File: config.mk
export PLATFORM = sky130hd
export DESIGN_NAME = sifd_decoder
export DESIGN_NICKNAME = d
export VERILOG_FILES = /design/src/logic/sifd_pkg.sv /design/src/logic/sifd_decoder.sv
export SDC_FILE = /design/constraint.sdc
export NUM_CORES = 1
export LEC_CHECK = 0
export ABC_AREA = 0
export BUFFER_PORTS_ARGS = -buffer_cell sky130_fd_sc_hd__buf_2
export CORE_AREA = 2 2 225 227
export CTS_CLUSTER_DIAMETER = 50
export DETAILED_ROUTE_END_ITERATION = 10
export DIE_AREA = 0 0 227 229
export HOLD_SLACK_MARGIN = 0.1
export PLACE_DENSITY = 0.72
export SYNTH_ARGS = -nofsm -noshare
export SYNTH_HDL_FRONTEND = slang
export SYNTH_SLANG_ARGS = --single-unit
File: constraint.sdc
create_clock -name core_clk -period 1.9 [get_ports core_clk]
set_input_delay 0.38 -clock core_clk [delete_from_list [all_inputs] [get_ports core_clk]]
set_output_delay 0.38 -clock core_clk [all_outputs]
set_load 0.03 [all_outputs]
File: src/logic/sifd_pkg.sv
package sifd_pkg;

  // ==========================================================
  // Instruction word and field positions
  typedef logic [127:0] sifd_word_t;
  localparam int P_OPC = 0;
  localparam int P_LAYOUT = 8;
  localparam int P_COND = 24;
  localparam int P_DST_FILE = 32, P_DST_TYPE = 34, P_S0_FILE = 37, P_S0_TYPE = 39;
  localparam int P_S1_FILE = 42, P_S1_TYPE = 44, P_NIB = 47;
  localparam int P_DST_LO = 48, P_DST_HI4 = 52, P_DST_REG = 53, P_DST_IDX = 58;
  localparam int P_DST_STEP = 61, P_DST_IND = 63;
  localparam int P_SRC0 = 64, P_SRC1 = 96, P_S0_RSV = 91, P_S1_RSV = 121;
  localparam int P_FLAG = 90, P_FLAG_SUB = 89;
  // Source fields, relative to the source's own doubleword
  localparam int R_LO = 0, R_SUB4 = 4, R_IMM_HI = 4, R_REG = 5, R_IDX = 10;
  localparam int R_MOD = 13, R_IND = 15, R_HI = 16, R_WIDTH = 18, R_ROW = 21;
  // Three-source groups and second doubleword
  localparam int P3_GRP = 64, GRP_W = 21, G_REP = 0, G_SWZ = 1, G_SUB = 9, G_REG = 12;
  localparam int G_RSV = 20;
  localparam int P3_FLAG_SUB = 33, P3_FLAG = 34, P3_MOD = 36, P3_STYPE = 42;
  localparam int P3_DTYPE = 44, P3_MASK = 49, P3_SUB = 53, P3_REG = 56;
  localparam logic [127:0] RSV3_MASK = 128'h80000000000000000001400900000000;
  // Variant layouts
  localparam int P_TEND = 127, P_DESC = 96, P_JOIN = 96, P_UPD = 112;

  // ==========================================================
  // Condition codes
  localparam logic [3:0] CC_KEEP = 4'h0, CC_Z = 4'h1, CC_NZ = 4'h2, CC_GT = 4'h3;
  localparam logic [3:0] CC_GE = 4'h4, CC_LT = 4'h5, CC_LE = 4'h6, CC_OV = 4'h8;
  localparam logic [3:0] CC_UN = 4'h9;

  // ==========================================================
  // Register map (byte addresses)
  localparam logic [3:0] REG_CTRL = 4'h0, REG_COUNT = 4'h4, REG_ERRS = 4'h8;
  localparam logic [3:0] REG_LAST = 4'hC;
  localparam int CTRL_EN = 0, CTRL_CLR = 1, LAST_FMT = 8;
  localparam logic CTRL_EN_RST = 1'b1;

  // ==========================================================
  // Types
  typedef enum logic [2:0] {FMT_REGULAR, FMT_THREE_SRC, FMT_SEND, FMT_MATH, FMT_BRANCH} sifd_fmt_t;
  typedef enum logic [3:0] {
    COND_KEEP, COND_ZERO, COND_NONZERO, COND_GT, COND_GE, COND_LT, COND_LE,
    COND_OVERFLOW, COND_UNORDERED, COND_RESERVED
  } sifd_cond_t;

  // Packed to mirror the fixed lowest doubleword bit for bit
  typedef struct packed {
    logic saturate;
    logic debug_flag;
    logic compaction_flag;
    logic accumulator_write_flag;
    logic [3:0] flag_condition_code;
    logic [2:0] simd_width_code;
    logic pred_invert;
    logic [3:0] predication_select;
    logic [1:0] thread_sched_hint;
    logic [1:0] quarter_select;
    logic [1:0] dependency_check_sel;
    logic write_enable_override;
    logic operand_layout_sel;
    logic opcode_reserved;
    logic [6:0] opcode;
  } sifd_ctrl_t;

  typedef struct packed {
    logic [1:0] operand_file_sel;
    logic [2:0] dtype;
    logic indirect_select;
    logic [7:0] reg_num;
    logic [4:0] sub_reg;
    logic [2:0] index_reg_select;
    logic [9:0] addr_imm;
    logic [7:0] channel_swizzle;
    logic [3:0] row_step;
    logic [2:0] width;
    logic [1:0] element_step;
    logic [1:0] source_numeric_modifier;
    logic scalar_replicate;
    logic [3:0] channel_write_mask;
  } sifd_opnd_t;

  typedef struct packed {
    sifd_ctrl_t ctrl;
    sifd_fmt_t fmt;
    sifd_cond_t cond_kind;
    logic flag_update;
    sifd_opnd_t dst;
    sifd_opnd_t [2:0] src;
    logic imm_valid;
    logic [31:0] imm32;
    logic flag_reg_index;
    logic flag_half_index;
    logic nibble_half_select;
    logic [3:0] shared_function_target;
    logic [3:0] math_function_code;
    logic thread_end_flag;
    logic desc_is_reg;
    logic [28:0] msg_descriptor;
    logic [15:0] update_jump_offset;
    logic [15:0] join_jump_offset;
    logic branch_mbz_err;
    logic reserved_err;
  } sifd_dec_t;

endpackage

File: src/logic/sifd_decoder.sv
// The register offsets and the Avalon-MM slave port were chosen for this implementation.
`timescale 1ns/100ps
module sifd_decoder #(
  parameter int COUNT_W = 16,
  // Opcode and operand file encodings: plain defaults, set per instruction set
  parameter logic [6:0] OP_BFE = 7'h18,
  parameter logic [6:0] OP_BITFIELD_INSERT_OP = 7'h19,
  parameter logic [6:0] OP_LRP = 7'h5C,
  parameter logic [6:0] OP_MAD = 7'h5B,
  parameter logic [6:0] OP_SEND = 7'h31,
  parameter logic [6:0] OP_SENDC = 7'h32,
  parameter logic [6:0] OP_MATH = 7'h38,
  parameter logic [6:0] OP_BR_LO = 7'h20,
  parameter logic [6:0] OP_BR_HI = 7'h2F,
  parameter logic [15:0] BR_TWO_OFFSET_MAP = 16'h0F00,
  parameter logic [1:0] FILE_GRF = 2'h1,
  parameter logic [1:0] FILE_IMM = 2'h3
) (
  // Clock and reset
  input wire logic core_clk,
  input wire logic rstn,
  // Instruction fetch side
  input wire logic instr_valid,
  input wire sifd_pkg::sifd_word_t instr_word,
  // Operand fetch side
  output logic dec_valid,
  output sifd_pkg::sifd_dec_t dec_fields,
  // Avalon-MM slave
  input wire logic [3:0] avs_address,
  input wire logic avs_read,
  input wire logic avs_write,
  input wire logic [31:0] avs_writedata,
  input wire logic [3:0] avs_byteenable,
  output logic [31:0] avs_readdata,
  output logic avs_waitrequest
);
  import sifd_pkg::*;

  // ==========================================================
  // Parameter checks
  if (COUNT_W < 1 || COUNT_W > 32)
  begin : g_bad_count
    $error("COUNT_W must lie in 1..32");
  end
  if (OP_BR_HI < OP_BR_LO || OP_BR_HI - OP_BR_LO > 7'h0F)
  begin : g_bad_branch
    $error("Branch opcode range must span 1..16 codes");
  end

  // ==========================================================
  // State
  typedef struct packed {
    sifd_dec_t dec;
    logic dec_valid;
    logic enable;
    logic [COUNT_W-1:0] count;
    logic [COUNT_W-1:0] errs;
    logic [6:0] last_op;
    sifd_fmt_t last_fmt;
    logic waitreq;
    logic [31:0] rdata;
  } sifd_state_t;

  sifd_state_t st_r;
  sifd_state_t st_nxt;

  // ==========================================================
  // Decode helpers
  function automatic sifd_cond_t cond_decode(input logic [3:0] code);
    sifd_cond_t c;
    c = COND_RESERVED;
    case (code)
      CC_KEEP: c = COND_KEEP;
      CC_Z: c = COND_ZERO;
      CC_NZ: c = COND_NONZERO;
      CC_GT: c = COND_GT;
      CC_GE: c = COND_GE;
      CC_LT: c = COND_LT;
      CC_LE: c = COND_LE;
      CC_OV: c = COND_OVERFLOW;
      CC_UN: c = COND_UNORDERED;
      default: c = COND_RESERVED;
    endcase
    return c;
  endfunction

  // One helper for both sources, fed the source's own doubleword
  function automatic sifd_opnd_t decode_src(input logic [31:0] dw, input logic four);
    sifd_opnd_t o;
    o = '0;
    o.indirect_select = dw[R_IND];
    o.source_numeric_modifier = dw[R_MOD +: 2];
    o.row_step = dw[R_ROW +: 4];
    if (o.indirect_select)
    begin
      o.index_reg_select = dw[R_IDX +: 3];
      // Four-channel form drops the low four address bits
      o.addr_imm = four ? {dw[R_IMM_HI +: 6], 4'h0} : dw[R_LO +: 10];
    end
    else
    begin
      o.reg_num = dw[R_REG +: 8];
      o.sub_reg = four ? {dw[R_SUB4], 4'h0} : dw[R_LO +: 5];
    end
    if (four)
    begin
      o.channel_swizzle = {dw[R_HI +: 4], dw[R_LO +: 4]};
    end
    else
    begin
      o.width = dw[R_WIDTH +: 3];
      o.element_step = dw[R_HI +: 2];
    end
    return o;
  endfunction

  function automatic sifd_opnd_t decode_grp(input logic [GRP_W-1:0] g);
    sifd_opnd_t o;
    o = '0;
    o.operand_file_sel = FILE_GRF;
    o.reg_num = g[G_REG +: 8];
    // Doubleword granularity: index becomes byte offset
    o.sub_reg = {g[G_SUB +: 3], 2'b00};
    o.channel_swizzle = g[G_SWZ +: 8];
    o.scalar_replicate = g[G_REP];
    return o;
  endfunction

  function automatic sifd_dec_t decode_instr(input sifd_word_t w);
    sifd_dec_t d;
    logic four;
    logic [6:0] op;
    logic [6:0] br;
    d = '0;
    op = w[P_OPC +: 7];
    four = w[P_LAYOUT];
    br = op - OP_BR_LO;
    d.ctrl = sifd_ctrl_t'(w[31:0]);
    d.reserved_err = d.ctrl.opcode_reserved;
    if (op == OP_BFE || op == OP_BITFIELD_INSERT_OP || op == OP_LRP || op == OP_MAD)
      d.fmt = FMT_THREE_SRC;
    else if (op == OP_SEND || op == OP_SENDC)
      d.fmt = FMT_SEND;
    else if (op == OP_MATH)
      d.fmt = FMT_MATH;
    else if (op >= OP_BR_LO && op <= OP_BR_HI)
      d.fmt = FMT_BRANCH;
    else
      d.fmt = FMT_REGULAR;
    d.nibble_half_select = w[P_NIB];
    if (d.fmt == FMT_THREE_SRC)
    begin
      d.dst.operand_file_sel = FILE_GRF;
      d.dst.dtype = {1'b0, w[P3_DTYPE +: 2]};
      d.dst.reg_num = w[P3_REG +: 8];
      d.dst.sub_reg = {w[P3_SUB +: 3], 2'b00};
      d.dst.channel_write_mask = w[P3_MASK +: 4];
      d.flag_reg_index = w[P3_FLAG];
      d.flag_half_index = w[P3_FLAG_SUB];
      d.reserved_err = d.reserved_err | (|(w & RSV3_MASK));
      for (int i = 0; i < 3; i++)
      begin
        d.src[i] = decode_grp(w[P3_GRP + GRP_W * i +: GRP_W]);
        d.src[i].dtype = {1'b0, w[P3_STYPE +: 2]};
        d.src[i].source_numeric_modifier = w[P3_MOD + 2 * i +: 2];
        d.reserved_err = d.reserved_err | w[P3_GRP + GRP_W * i + G_RSV];
      end
    end
    else
    begin
      d.dst.operand_file_sel = w[P_DST_FILE +: 2];
      d.dst.dtype = w[P_DST_TYPE +: 3];
      d.dst.indirect_select = w[P_DST_IND];
      if (d.dst.indirect_select)
      begin
        d.dst.index_reg_select = w[P_DST_IDX +: 3];
        d.dst.addr_imm = four ? {w[P_DST_HI4 +: 6], 4'h0} : w[P_DST_LO +: 10];
      end
      else
      begin
        d.dst.reg_num = w[P_DST_REG +: 8];
        d.dst.sub_reg = four ? {w[P_DST_HI4], 4'h0} : w[P_DST_LO +: 5];
      end
      // One-channel form writes every channel of the region
      d.dst.channel_write_mask = four ? w[P_DST_LO +: 4] : 4'hF;
      d.dst.element_step = four ? 2'b00 : w[P_DST_STEP +: 2];
      d.src[0] = decode_src(w[P_SRC0 +: 32], four);
      d.src[0].operand_file_sel = w[P_S0_FILE +: 2];
      d.src[0].dtype = w[P_S0_TYPE +: 3];
      d.src[1].operand_file_sel = w[P_S1_FILE +: 2];
      d.src[1].dtype = w[P_S1_TYPE +: 3];
      d.flag_reg_index = w[P_FLAG];
      d.flag_half_index = w[P_FLAG_SUB];
      d.reserved_err = d.reserved_err | (|w[P_S0_RSV +: 5]);
      d.imm_valid = d.src[0].operand_file_sel == FILE_IMM ||
                    d.src[1].operand_file_sel == FILE_IMM;
      if (d.imm_valid && d.fmt != FMT_SEND)
      begin
        d.imm32 = w[P_SRC1 +: 32];
        if (d.src[0].operand_file_sel == FILE_IMM)
          d.src[0] = {d.src[0].operand_file_sel, d.src[0].dtype, 51'h0};
      end
      else if (d.fmt == FMT_REGULAR || d.fmt == FMT_MATH)
      begin
        // Keep file and type from the second doubleword, region fields below them
        d.src[1] = {d.src[1].operand_file_sel, d.src[1].dtype,
                    51'(decode_src(w[P_SRC1 +: 32], four))};
        d.reserved_err = d.reserved_err | (|w[P_S1_RSV +: 7]);
      end
    end
    case (d.fmt)
      FMT_SEND:
      begin
        d.shared_function_target = w[P_COND +: 4];
        d.thread_end_flag = w[P_TEND];
        d.desc_is_reg = d.src[1].operand_file_sel != FILE_IMM;
        d.imm_valid = 1'b0;
        if (!d.desc_is_reg)
          d.msg_descriptor = w[P_DESC +: 29];
        else
          d.src[1] = {d.src[1].operand_file_sel, d.src[1].dtype,
                      51'(decode_src(w[P_SRC1 +: 32], four))};
      end
      FMT_MATH:
        d.math_function_code = w[P_COND +: 4];
      FMT_BRANCH:
      begin
        d.branch_mbz_err = |w[P_COND +: 4];
        d.join_jump_offset = w[P_JOIN +: 16];
        if (BR_TWO_OFFSET_MAP[br[3:0]])
          d.update_jump_offset = w[P_UPD +: 16];
      end
      default:
      begin
        d.cond_kind = cond_decode(d.ctrl.flag_condition_code);
        d.flag_update = d.ctrl.flag_condition_code != CC_KEEP;
      end
    endcase
    return d;
  endfunction

  // ==========================================================
  // Next state
  always_comb
  begin
    st_nxt = st_r;
    st_nxt.dec_valid = 1'b0;
    st_nxt.waitreq = 1'b1;
    // One wait cycle per access, then a single ready cycle
    if ((avs_read || avs_write) && st_r.waitreq)
    begin
      st_nxt.waitreq = 1'b0;
      st_nxt.rdata = '0;
      if (avs_read)
      begin
        if (avs_address == REG_CTRL)
          st_nxt.rdata[CTRL_EN] = st_r.enable;
        else if (avs_address == REG_COUNT)
          st_nxt.rdata = 32'(st_r.count);
        else if (avs_address == REG_ERRS)
          st_nxt.rdata = 32'(st_r.errs);
        else if (avs_address == REG_LAST)
          st_nxt.rdata = {21'h0, st_r.last_fmt, 1'b0, st_r.last_op};
        else
          st_nxt.rdata = '0;
      end
    end
    if (avs_write && !st_r.waitreq && avs_address == REG_CTRL && avs_byteenable[0])
    begin
      st_nxt.enable = avs_writedata[CTRL_EN];
      if (avs_writedata[CTRL_CLR])
      begin
        st_nxt.count = '0;
        st_nxt.errs = '0;
      end
    end
    // Decode after clear so a same-cycle instruction still counts
    if (instr_valid && st_r.enable)
    begin
      st_nxt.dec = decode_instr(instr_word);
      st_nxt.dec_valid = 1'b1;
      st_nxt.count = st_nxt.count + 1'b1;
      st_nxt.last_op = st_nxt.dec.ctrl.opcode;
      st_nxt.last_fmt = st_nxt.dec.fmt;
      if (st_nxt.dec.reserved_err || st_nxt.dec.branch_mbz_err)
        st_nxt.errs = st_nxt.errs + 1'b1;
    end
  end

  // ==========================================================
  // Registers
  always_ff @(posedge core_clk or negedge rstn)
  begin
    if (!rstn)
    begin
      st_r <= '0;
      st_r.enable <= CTRL_EN_RST;
      st_r.waitreq <= 1'b1;
    end
    else
    begin
      st_r <= st_nxt;
    end
  end

  assign dec_valid = st_r.dec_valid;
  assign dec_fields = st_r.dec;
  assign avs_readdata = st_r.rdata;
  assign avs_waitrequest = st_r.waitreq;

endmodule // sifd_decoder

* Word-level counts from Yosys, hierarchy flattened *
Memory sizes are Yosys's and may differ from the RTL's.
Index checks and enable logic that the tools add are counted.

operators by class
  add/subtract/negate cells = 3
  $lt $le $gt $ge = 3
  eq/ne operators = 18
  multiplexer cells = 67
  bitwise gates (word level) = 6
  reduce and logical (&&, ||, !) cells = 24

operator list
  cell                                                                   count
  51-bit 2-to-1 mux                                                      6
  112-bit 2-to-1 mux                                                     2
  32-bit 2-to-1 mux                                                      6
  33-bit 2-to-1 mux                                                      4
  13-bit 2-to-1 mux                                                      8
  31-bit 2-to-1 mux                                                      2
  55-bit 2-to-1 mux                                                      1
  42-bit 2-to-1 mux                                                      1
  4-bit 2-to-1 mux                                                       10
  16-bit by 1-bit adder with 16-bit output, second input constant        2
  16-bit 2-to-1 mux                                                      2
  29-bit 2-to-1 mux                                                      1
  7-bit by 6-bit == test with 1-bit output, second input constant        3
  5-bit 2-to-1 mux                                                       4
  8-bit 2-to-1 mux                                                       2
  3-bit 2-to-1 mux                                                       5
  7-bit by 5-bit == test with 1-bit output, second input constant        2
  7-bit == test, second input constant                                   2
  11-bit 2-to-1 mux                                                      1
  5-bit OR reduction                                                     2
  1-bit 2-to-1 mux                                                       9
  4-bit == test, second input constant                                   2
  1-bit logical OR                                                       8
  7-bit by 6-bit >= comparator with 1-bit output, second input constant  1
  other kinds (20)                                                       35

storage, ports and cells
  register bits = 421
  bits in read-only memories = 80
  input bits = 173
  output and inout port bits = 407
  logic and storage cells = 212
  memories = 2

memory list
  memory           words  width  rd ports  clocked after Yosys merged registers in  wr ports  RTL line             text
  (no name shown)  16     4      1         0                                        0         sifd_decoder.sv:72   case (code)
  (no name shown)  16     1      1         0                                        0         sifd_decoder.sv:230  if (BR_TWO_OFFSET_MAP[br[3:0]])

* Depth between registers and ports, before layout *
Gate-level depths: netlist of the first run.

  depth in word-level cells = 16
  depth in mapped cells = 10
  depth with buffers taken out = 9

* Worst setup path after synthesis of the first run *
Ideal clock, no wire load.

  kind = in2reg
  from = input port avs_address[1]
  to = register st_r[65] (netlist name)
  library setup time = 0.132 ns
  arrival = 2.264 ns
  required time = 1.768 ns
  setup slack = -0.496 ns
  stages on the path = 9
  buffers on the path = 1
  cell sequence = or4_1 > nor4_2 > clkbuf_2 > nor2b_1 > ha_1 > and3_1 > nand3_1 > xor2_1 > nor2_1

RTL lines
  item                  RTL line             text
  start, declared       sifd_decoder.sv:29   input wire logic [3:0] avs_address,
  end signal, assigned  sifd_decoder.sv:302  st_r <= st_nxt;
  end, declared         sifd_decoder.sv:64   sifd_state_t st_r;

==> results of run 1 <==
[critical path, stage by stage (launching register included)]
cell,delay (ns)
dfstp_2,0.55
nor4_4,0.05
buf_12,0.14
nor2b_4,0.14
ha_4,0.16
nand4_1,0.14
nor3_4,0.31
nand3_2,0.11
xor2_1,0.15
nor2_1,0.13
[per-layer routing]
layer  global-route usage [%]  vias to the layer above  routed length, µm
met5                        0                        -                 13
li1                         -                     6559                  -
met4                    9.252                        2               2449
met2                    35.76                      795              28520
met1                    26.18                     7283              23080
met3                    6.273                      170               5414
[registers in the layout (all words and copies together), names as in the netlist]
| name | count |
|---|---|
| avs_waitrequest | 1 |
| avs_readdata | 16 |
| dec_valid | 1 |
| dec_fields | 306 |
| st_r | 43 |
[cells in the mapped netlist, types with 10 or more instances]
| master | number |
|---|---|
| buf_4 | 405 |
| a22oi_1 | 19 |
| nor4_1 | 15 |
| dfrtp_1 | 365 |
| nor2_1 | 51 |
| o21ai_0 | 149 |
| clkbuf_1 | 80 |
| o41ai_1 | 10 |
| mux2i_1 | 12 |
| nand3_1 | 23 |
| xor2_1 | 11 |
| nand2_1 | 386 |
| and3_1 | 27 |
| a21oi_1 | 34 |
| a221o_1 | 17 |
| a22o_1 | 95 |
| or2_2 | 12 |
| a21o_1 | 13 |
[repair_timing]
action	CTS	global route
endpoints found under the hold margin	284	0
resized for setup	15	35
cloned	0	4
pin swaps	12	22
setup buffers	2	23
hold buffers	91	0
setup endpoints to repair	74	55
[cell usage in the layout, fill, tap and decap left out, types with 21 or more instances in the layout]
master | Yosys | final
nand3_1 | 23 | 21
o21ai_0 | 149 | 147
dlygate4sd3_1 | 0 | 91
a21oi_1 | 34 | 31
buf_2 | 5 | 472
nor2_1 | 51 | 47
dfrtp_1 | 365 | 365
nand2_1 | 386 | 382
conb_1 | 1 | 73
buf_4 | 405 | 125
a22o_1 | 95 | 95
and3_1 | 27 | 26
clkbuf_16 | 0 | 49
buf_12 | 0 | 28
[area by class of cell]
class	count	share of cell area, %
multi-input cells	1060	26.98
inverters	5	0.1158
clock buffers	62	5.518
flip-flops and latches	367	40.48
well taps	672	3.705
repair buffers	727	21.85
clock inverters	22	1.356
[per-stage QoR]
| step | total power (W) | instance area (µm²) | util [%] | TNS [ns] |
|---|---|---|---|---|
| final | 0.02837 | 22700 | 45.70 | -0.2211 |
| after global routing | 0.02959 | 22700 | 45.70 | -1.510 |
| after CTS | 0.02837 | 22280 | 44.86 | -0.07160 |
| after detailed placement | 0.01915 | 19720 | 39.70 | -80.77 |
| after global placement | 0.01893 | 19720 | 39.70 | -74.47 |
| after floorplan | 0.01814 | 18560 | - | -3.888 |
[kinds of logic (layout without fill, tap and decap cells)]
kind of cell / count (synthesis) / in the layout / share of synthesized area, %
AO/OA/AOI/OAI: 375 / 375 / 14.50
multiplexers: 15 / 15 / 0.8478
other: 1 / 73 / 0.02066
flip-flops: 367 / 367 / 50.60
AND/OR/NAND/NOR: 578 / 578 / 14.17
adder cells (fa/ha/maj): 2 / 2 / 0.1378
XOR/XNOR: 17 / 17 / 0.8202
buffers and inverters: 505 / 816 / 18.90
[final timing paths]
path / start / end / slack, ns / cells past startpoint
max in group asynchronous: rstn / dec_fields[135] / 0.84 / 4
hold reg to reg: dec_fields[56] / dec_fields[56] / 0.47 / 2
setup / recovery: avs_waitrequest / st_r[69] / -0.06 / 9
min in group asynchronous: rstn / dec_fields[107] / 0.30 / 2
setup reg to reg: avs_waitrequest / st_r[69] / -0.06 / 9
hold / removal: avs_read / avs_readdata[0] / 0.14 / 3
[power by group]
group	internal (W)	switching (W)	leakage, nW	total (W)
Sequential	0.00946	0.00109	4.91	0.0106
Combinational	0.00273	0.00609	6.00	0.00882
Clock	0.00549	0.00351	0.760	0.00900
==> flow_metrics.py, run 1 <==
metrics = {
    "power_and_ir_drop": {
        "ir_drop_mv": 0.9250,
        "leakagePower_nw": 11.67,
        "pwr_density_cell_mw_per_mm2": 1250,
    },
    "sta": {
        "timing.fmax_ghz": 0.5094,
        "period_share_pct": 103.3,
        "report.final.hold_viol_count": 0,
        "timing.hold.ws_ns": 0.1359,
        "grt_setup_unrepaired": "yes",
        "worst_slack_ns": -0.06310,
        "clock_skew_ns": 0.01344,
        "worst_slew_pin_slew_ns": 0.6136,
        "fin_crit_ns": 1.963,
        "relSlewSlack_pct": 58.82,
        "final-setup-viol-count": 8,
        "drv_slew": 0,
    },
    "place": {
        "dp_slack_ns": -0.6262,
        "dp.cells": 2713,
        "portBuffers": 473,
        "detailed_place_hpwl_um": 41760,
        "place.gp.congestion": 0.8774,
    },
    "logic_synthesis": {
        "synth_area_leaders": "dfrtp_1 (50%), buf_4 (17%), nand2_1 (8.0%), a22o_1 (4.6%), o21ai_0 (4.1%)",
        "ys_seq_elements": 367,
        "synth_top_area_cell": "dfrtp_1",
        "synth-seq-area-share_pct": 50.60,
        "netlist_area_mm2": 0.01815,
        "async_flop_share_pct": 100.0,
        "synth_top_area_share_pct": 50.31,
        "synth-edff-count": 0,
        "postSynthAreaPerCell_um2": 9.760,
        "yosysWarnings": 0,
        "dominantRegCellSynth": "dfrtp_1",
        "synth_cell_types": 68,
        "netlist_instances": 1860,
    },
    "clock_tree": {
        "htreeDepth": 2,
        "cts_sinks": 367,
        "cts_root_buffer": "clkbuf_16",
        "clk_path_buf_depth": 3,
        "worstSkewPairLatency_ns": 0.56,
        "cts_tree": "done",
        "cts_made_buffers": 45,
        "clk_pin_slew_ns": 0.06,
    },
    "routing": {
        "wl_per_cell_um": 20.40,
        "vias": 14809,
        "ant_nets": 0,
        "drt_iter0_markers": 1031,
        "drcViolationCount": 0,
        "drt_wl_total_um": 59480,
        "avgViaCountPerCell": 5.080,
        "first_pass_iters": 6,
    },
    "status": {
        "failed_checks": "negative setup slack",
        "status": "finished, violations left",
    },
    "floorplan": {
        "dieHeight_um": 229,
        "dieArea_mm2": 0.05198,
        "core_mm2": 0.04966,
        "start_util_pct": 36.56,
        "ios": 580,
        "die_width_um": 227,
        "num_rows": 82,
    },
    "grt": {
        "antenna_found_initial": 1,
        "grt_pass1_wl_um": 86640,
        "gr-total-overflow": 0,
        "track_usage_pct": 21.62,
        "grt_pass1_vias": 14861,
        "grt_max_degree": 117,
    },
    "cells_and_area": {
        "multi_input_area_mm2": 0.006123,
        "finalNonFillerCells": 2915,
        "drive_above_1_share_pct": 34.91,
        "nets": 2381,
        "diodes": 0,
        "nFillCells": 4567,
        "regArea_mm2": 0.009186,
        "areaGrowthSynthToFinish_pct": 25.02,
    },
    "worst_setup_path": {
        "critPathLaunchType": "flip-flop",
        "criticalPathCategory": "flip-flop to flip-flop",
        "crit_required_ns": 2.39,
        "end_kind": "flip-flop",
        "crit_path_max_fanout": 10,
        "cp.arrival_ns": 2.46,
    },
    "job": {
        "maxCapViolations": 0,
    },
    "hold_path": {
        "hold_class": "input port to flip-flop",
    },
}
Power figures use the tool's default switching activity.
==> run 2, diff against run 1 <==
--- a/config.mk
+++ b/config.mk
@@ -11,6 +11,7 @@
 export CTS_CLUSTER_DIAMETER = 50
 export DETAILED_ROUTE_END_ITERATION = 10
 export DIE_AREA = 0 0 227 229
+export GPL_TIMING_DRIVEN = 0
 export HOLD_SLACK_MARGIN = 0.1
 export PLACE_DENSITY = 0.72
 export SYNTH_ARGS = -nofsm -noshare
==> flow_metrics.py, run 2 (synthesis gave the netlist of run 1 again) <==
metrics = {
    "job": {
        "maxCapViolations": 0,
    },
    "sta": {
        "timing.hold.ws_ns": 0.1261,
        "period_share_pct": 103.0,
        "worst_slack_ns": -0.05674,
        "clock_skew_ns": 0.01551,
        "relSlewSlack_pct": 39.39,
        "grt_setup_unrepaired": "yes",
        "timing.fmax_ghz": 0.5111,
        "final-setup-viol-count": 5,
        "report.final.hold_viol_count": 0,
        "fin_crit_ns": 1.957,
        "drv_slew": 0,
        "worst_slew_pin_slew_ns": 0.9092,
    },
    "cells_and_area": {
        "nets": 2771,
        "mostFrequentLayoutCell": "buf_2",
        "final_util_pct": 51.48,
        "areaGrowthSynthToFinish_pct": 40.81,
        "drive_above_1_share_pct": 43.87,
        "final_cell_mix": "buf_2 (475), buf_4 (447), nand2_1 (380)",
        "nFillCells": 4519,
        "largest_register_ffs": 306,
    },
    "clock_tree": {
        "clk_path_buf_depth": 3,
        "worstSkewPairLatency_ns": 0.58,
        "cts_made_buffers": 47,
        "cts_sinks": 367,
        "clk_pin_slew_ns": 0.06,
        "cts_tree": "done",
        "cts_root_buffer": "clkbuf_16",
        "htreeDepth": 2,
    },
    "routing": {
        "met2_length_um": 33100,
        "drt_wl_total_um": 69440,
        "ant_nets": 0,
        "first_pass_iters": 5,
        "drcViolationCount": 0,
        "avgViaCountPerCell": 4.985,
        "top_layer_used": "met4",
        "dr_wl_met3_um": 5293,
        "drt_iter0_markers": 1300,
        "vias": 16454,
        "met1_length_um": 28200,
        "wl_per_cell_um": 21.04,
    },
    "floorplan": {
        "die_width_um": 227,
        "core_mm2": 0.04966,
        "start_util_pct": 36.56,
        "dieHeight_um": 229,
        "ios": 580,
        "num_rows": 82,
        "dieArea_mm2": 0.05198,
    },
    "worst_setup_path": {
        "critPathLaunchType": "flip-flop",
        "cp.arrival_ns": 2.41,
        "r2r_start": "avs_waitrequest",
        "crit_buf_inv": 1,
        "cpMaxStageDelayCell": "dfstp_2",
        "crit_path_max_fanout": 4,
        "slowest_delay_ns": 0.55,
        "rrSetupSlack_ns": -0.06,
        "cp.depth": 9,
        "worstPathCellList": "nor4_4, clkbuf_8, nor2b_4, ha_4, nand4_1, nor3_4, nand3_1, xor2_1, nor2_1",
        "reg2reg_depth": 9,
        "crit_required_ns": 2.35,
        "cp-startpoint": "avs_waitrequest",
        "end_kind": "flip-flop",
        "critPathTopFamily": "simple AND/OR/NAND/NOR gates",
        "criticalPathCategory": "flip-flop to flip-flop",
        "r2r-end": "st_r[71]",
    },
    "status": {
        "failed_checks": "negative setup slack",
        "status": "finished, violations left",
    },
    "grt": {
        "antenna_found_initial": 5,
        "track_usage_pct": 25.93,
        "grt_pass1_vias": 16579,
        "grt_max_degree": 117,
        "grt_pass1_wl_um": 101200,
        "gr-total-overflow": 0,
    },
    "hold_path": {
        "min_to": "dec_fields[270]",
        "hold_class": "input port to flip-flop",
        "hold-path-cell-count": 3,
        "hp-start": "instr_word[125]",
    },
    "place": {
        "detailed_place_hpwl_um": 50570,
        "portBuffers": 471,
        "place.gp.congestion": 0.8959,
    },
    "power_and_ir_drop": {
        "pwr_density_cell_mw_per_mm2": 1215,
        "ir_drop_mv": 0.7716,
        "leakagePower_nw": 13.68,
    },
}
[run 2: how the worst max path moves through the flow]
stage,slack (ns),to
after floorplan,-0.23,st_r[49]
after global placement,-6.72,avs_readdata[0]
after detailed placement,-1.65,dec_fields[323]
after CTS,-0.03,st_r[73]
after global routing,-0.16,st_r[69]
final,-0.06,st_r[71]
[run 2: metal layers]
metal | vias up | global-route usage [%]
li1 | 7337 | -
met1 | 8097 | 32.53
met2 | 865 | 43.35
met3 | 155 | 5.439
met4 | 0 | 10.70
met5 | - | 0
[run 2: worst register-to-register path, delay by kind of cell, from the launching register on]
kind	cells	cell delay (ns)
and+or+nand+nor	6	0.82
DFF	1	0.55
buffers and inverters	1	0.16
adders and majority gates	1	0.16
xor gates and xnor gates	1	0.16
[run 2: where the power goes]
part / internal (W) / switching (W)
logic: 0.00458 / 0.00665
registers: 0.00946 / 0.00111
clock network: 0.00562 / 0.00364
[run 2: cell type report]
class                           instances  area (µm²)  share of cell area (%)
Sequential cell                       367        9186                   35.94
Multi-Input combinational cell       1060        6236                   24.40
Timing Repair Buffer                  616        3872                   15.15
Buffer                                499        3800                   14.87
Clock buffer                           64        1373                   5.370
Tap cell                              672       840.8                   3.289
Clock inverter                         17       225.2                  0.8811
Inverter                                5       26.28                  0.1028
Antenna cell                            1       2.502                0.009790
[run 2: per-stage QoR]
stage / instances / TNS (ns) / area [µm²] / power [W] / setup WS, ns
3_3_place_gp: 3075 / -2844.38 / 21760 / 0.02113 / -6.723
6_report: 3301 / -0.2104 / 25560 / 0.03106 / -0.05674
4_1_cts: 3286 / -0.1044 / 25260 / 0.03108 / -0.03360
3_5_place_dp: 3078 / -414.34 / 21850 / 0.02135 / -1.649
5_1_grt: 3301 / -0.9026 / 25560 / 0.03237 / -0.1552
2_1_floorplan: 1932 / -3.888 / 18560 / 0.01814 / -0.2302
[run 2: what timing repair did]
item	CTS	global route
endpoints found under the setup margin	343	245
resized for setup	168	61
gates cloned	0	4
pin swaps	26	16
endpoints found under the hold margin	188	0
buffers inserted	27	12
hold buffers	101	0
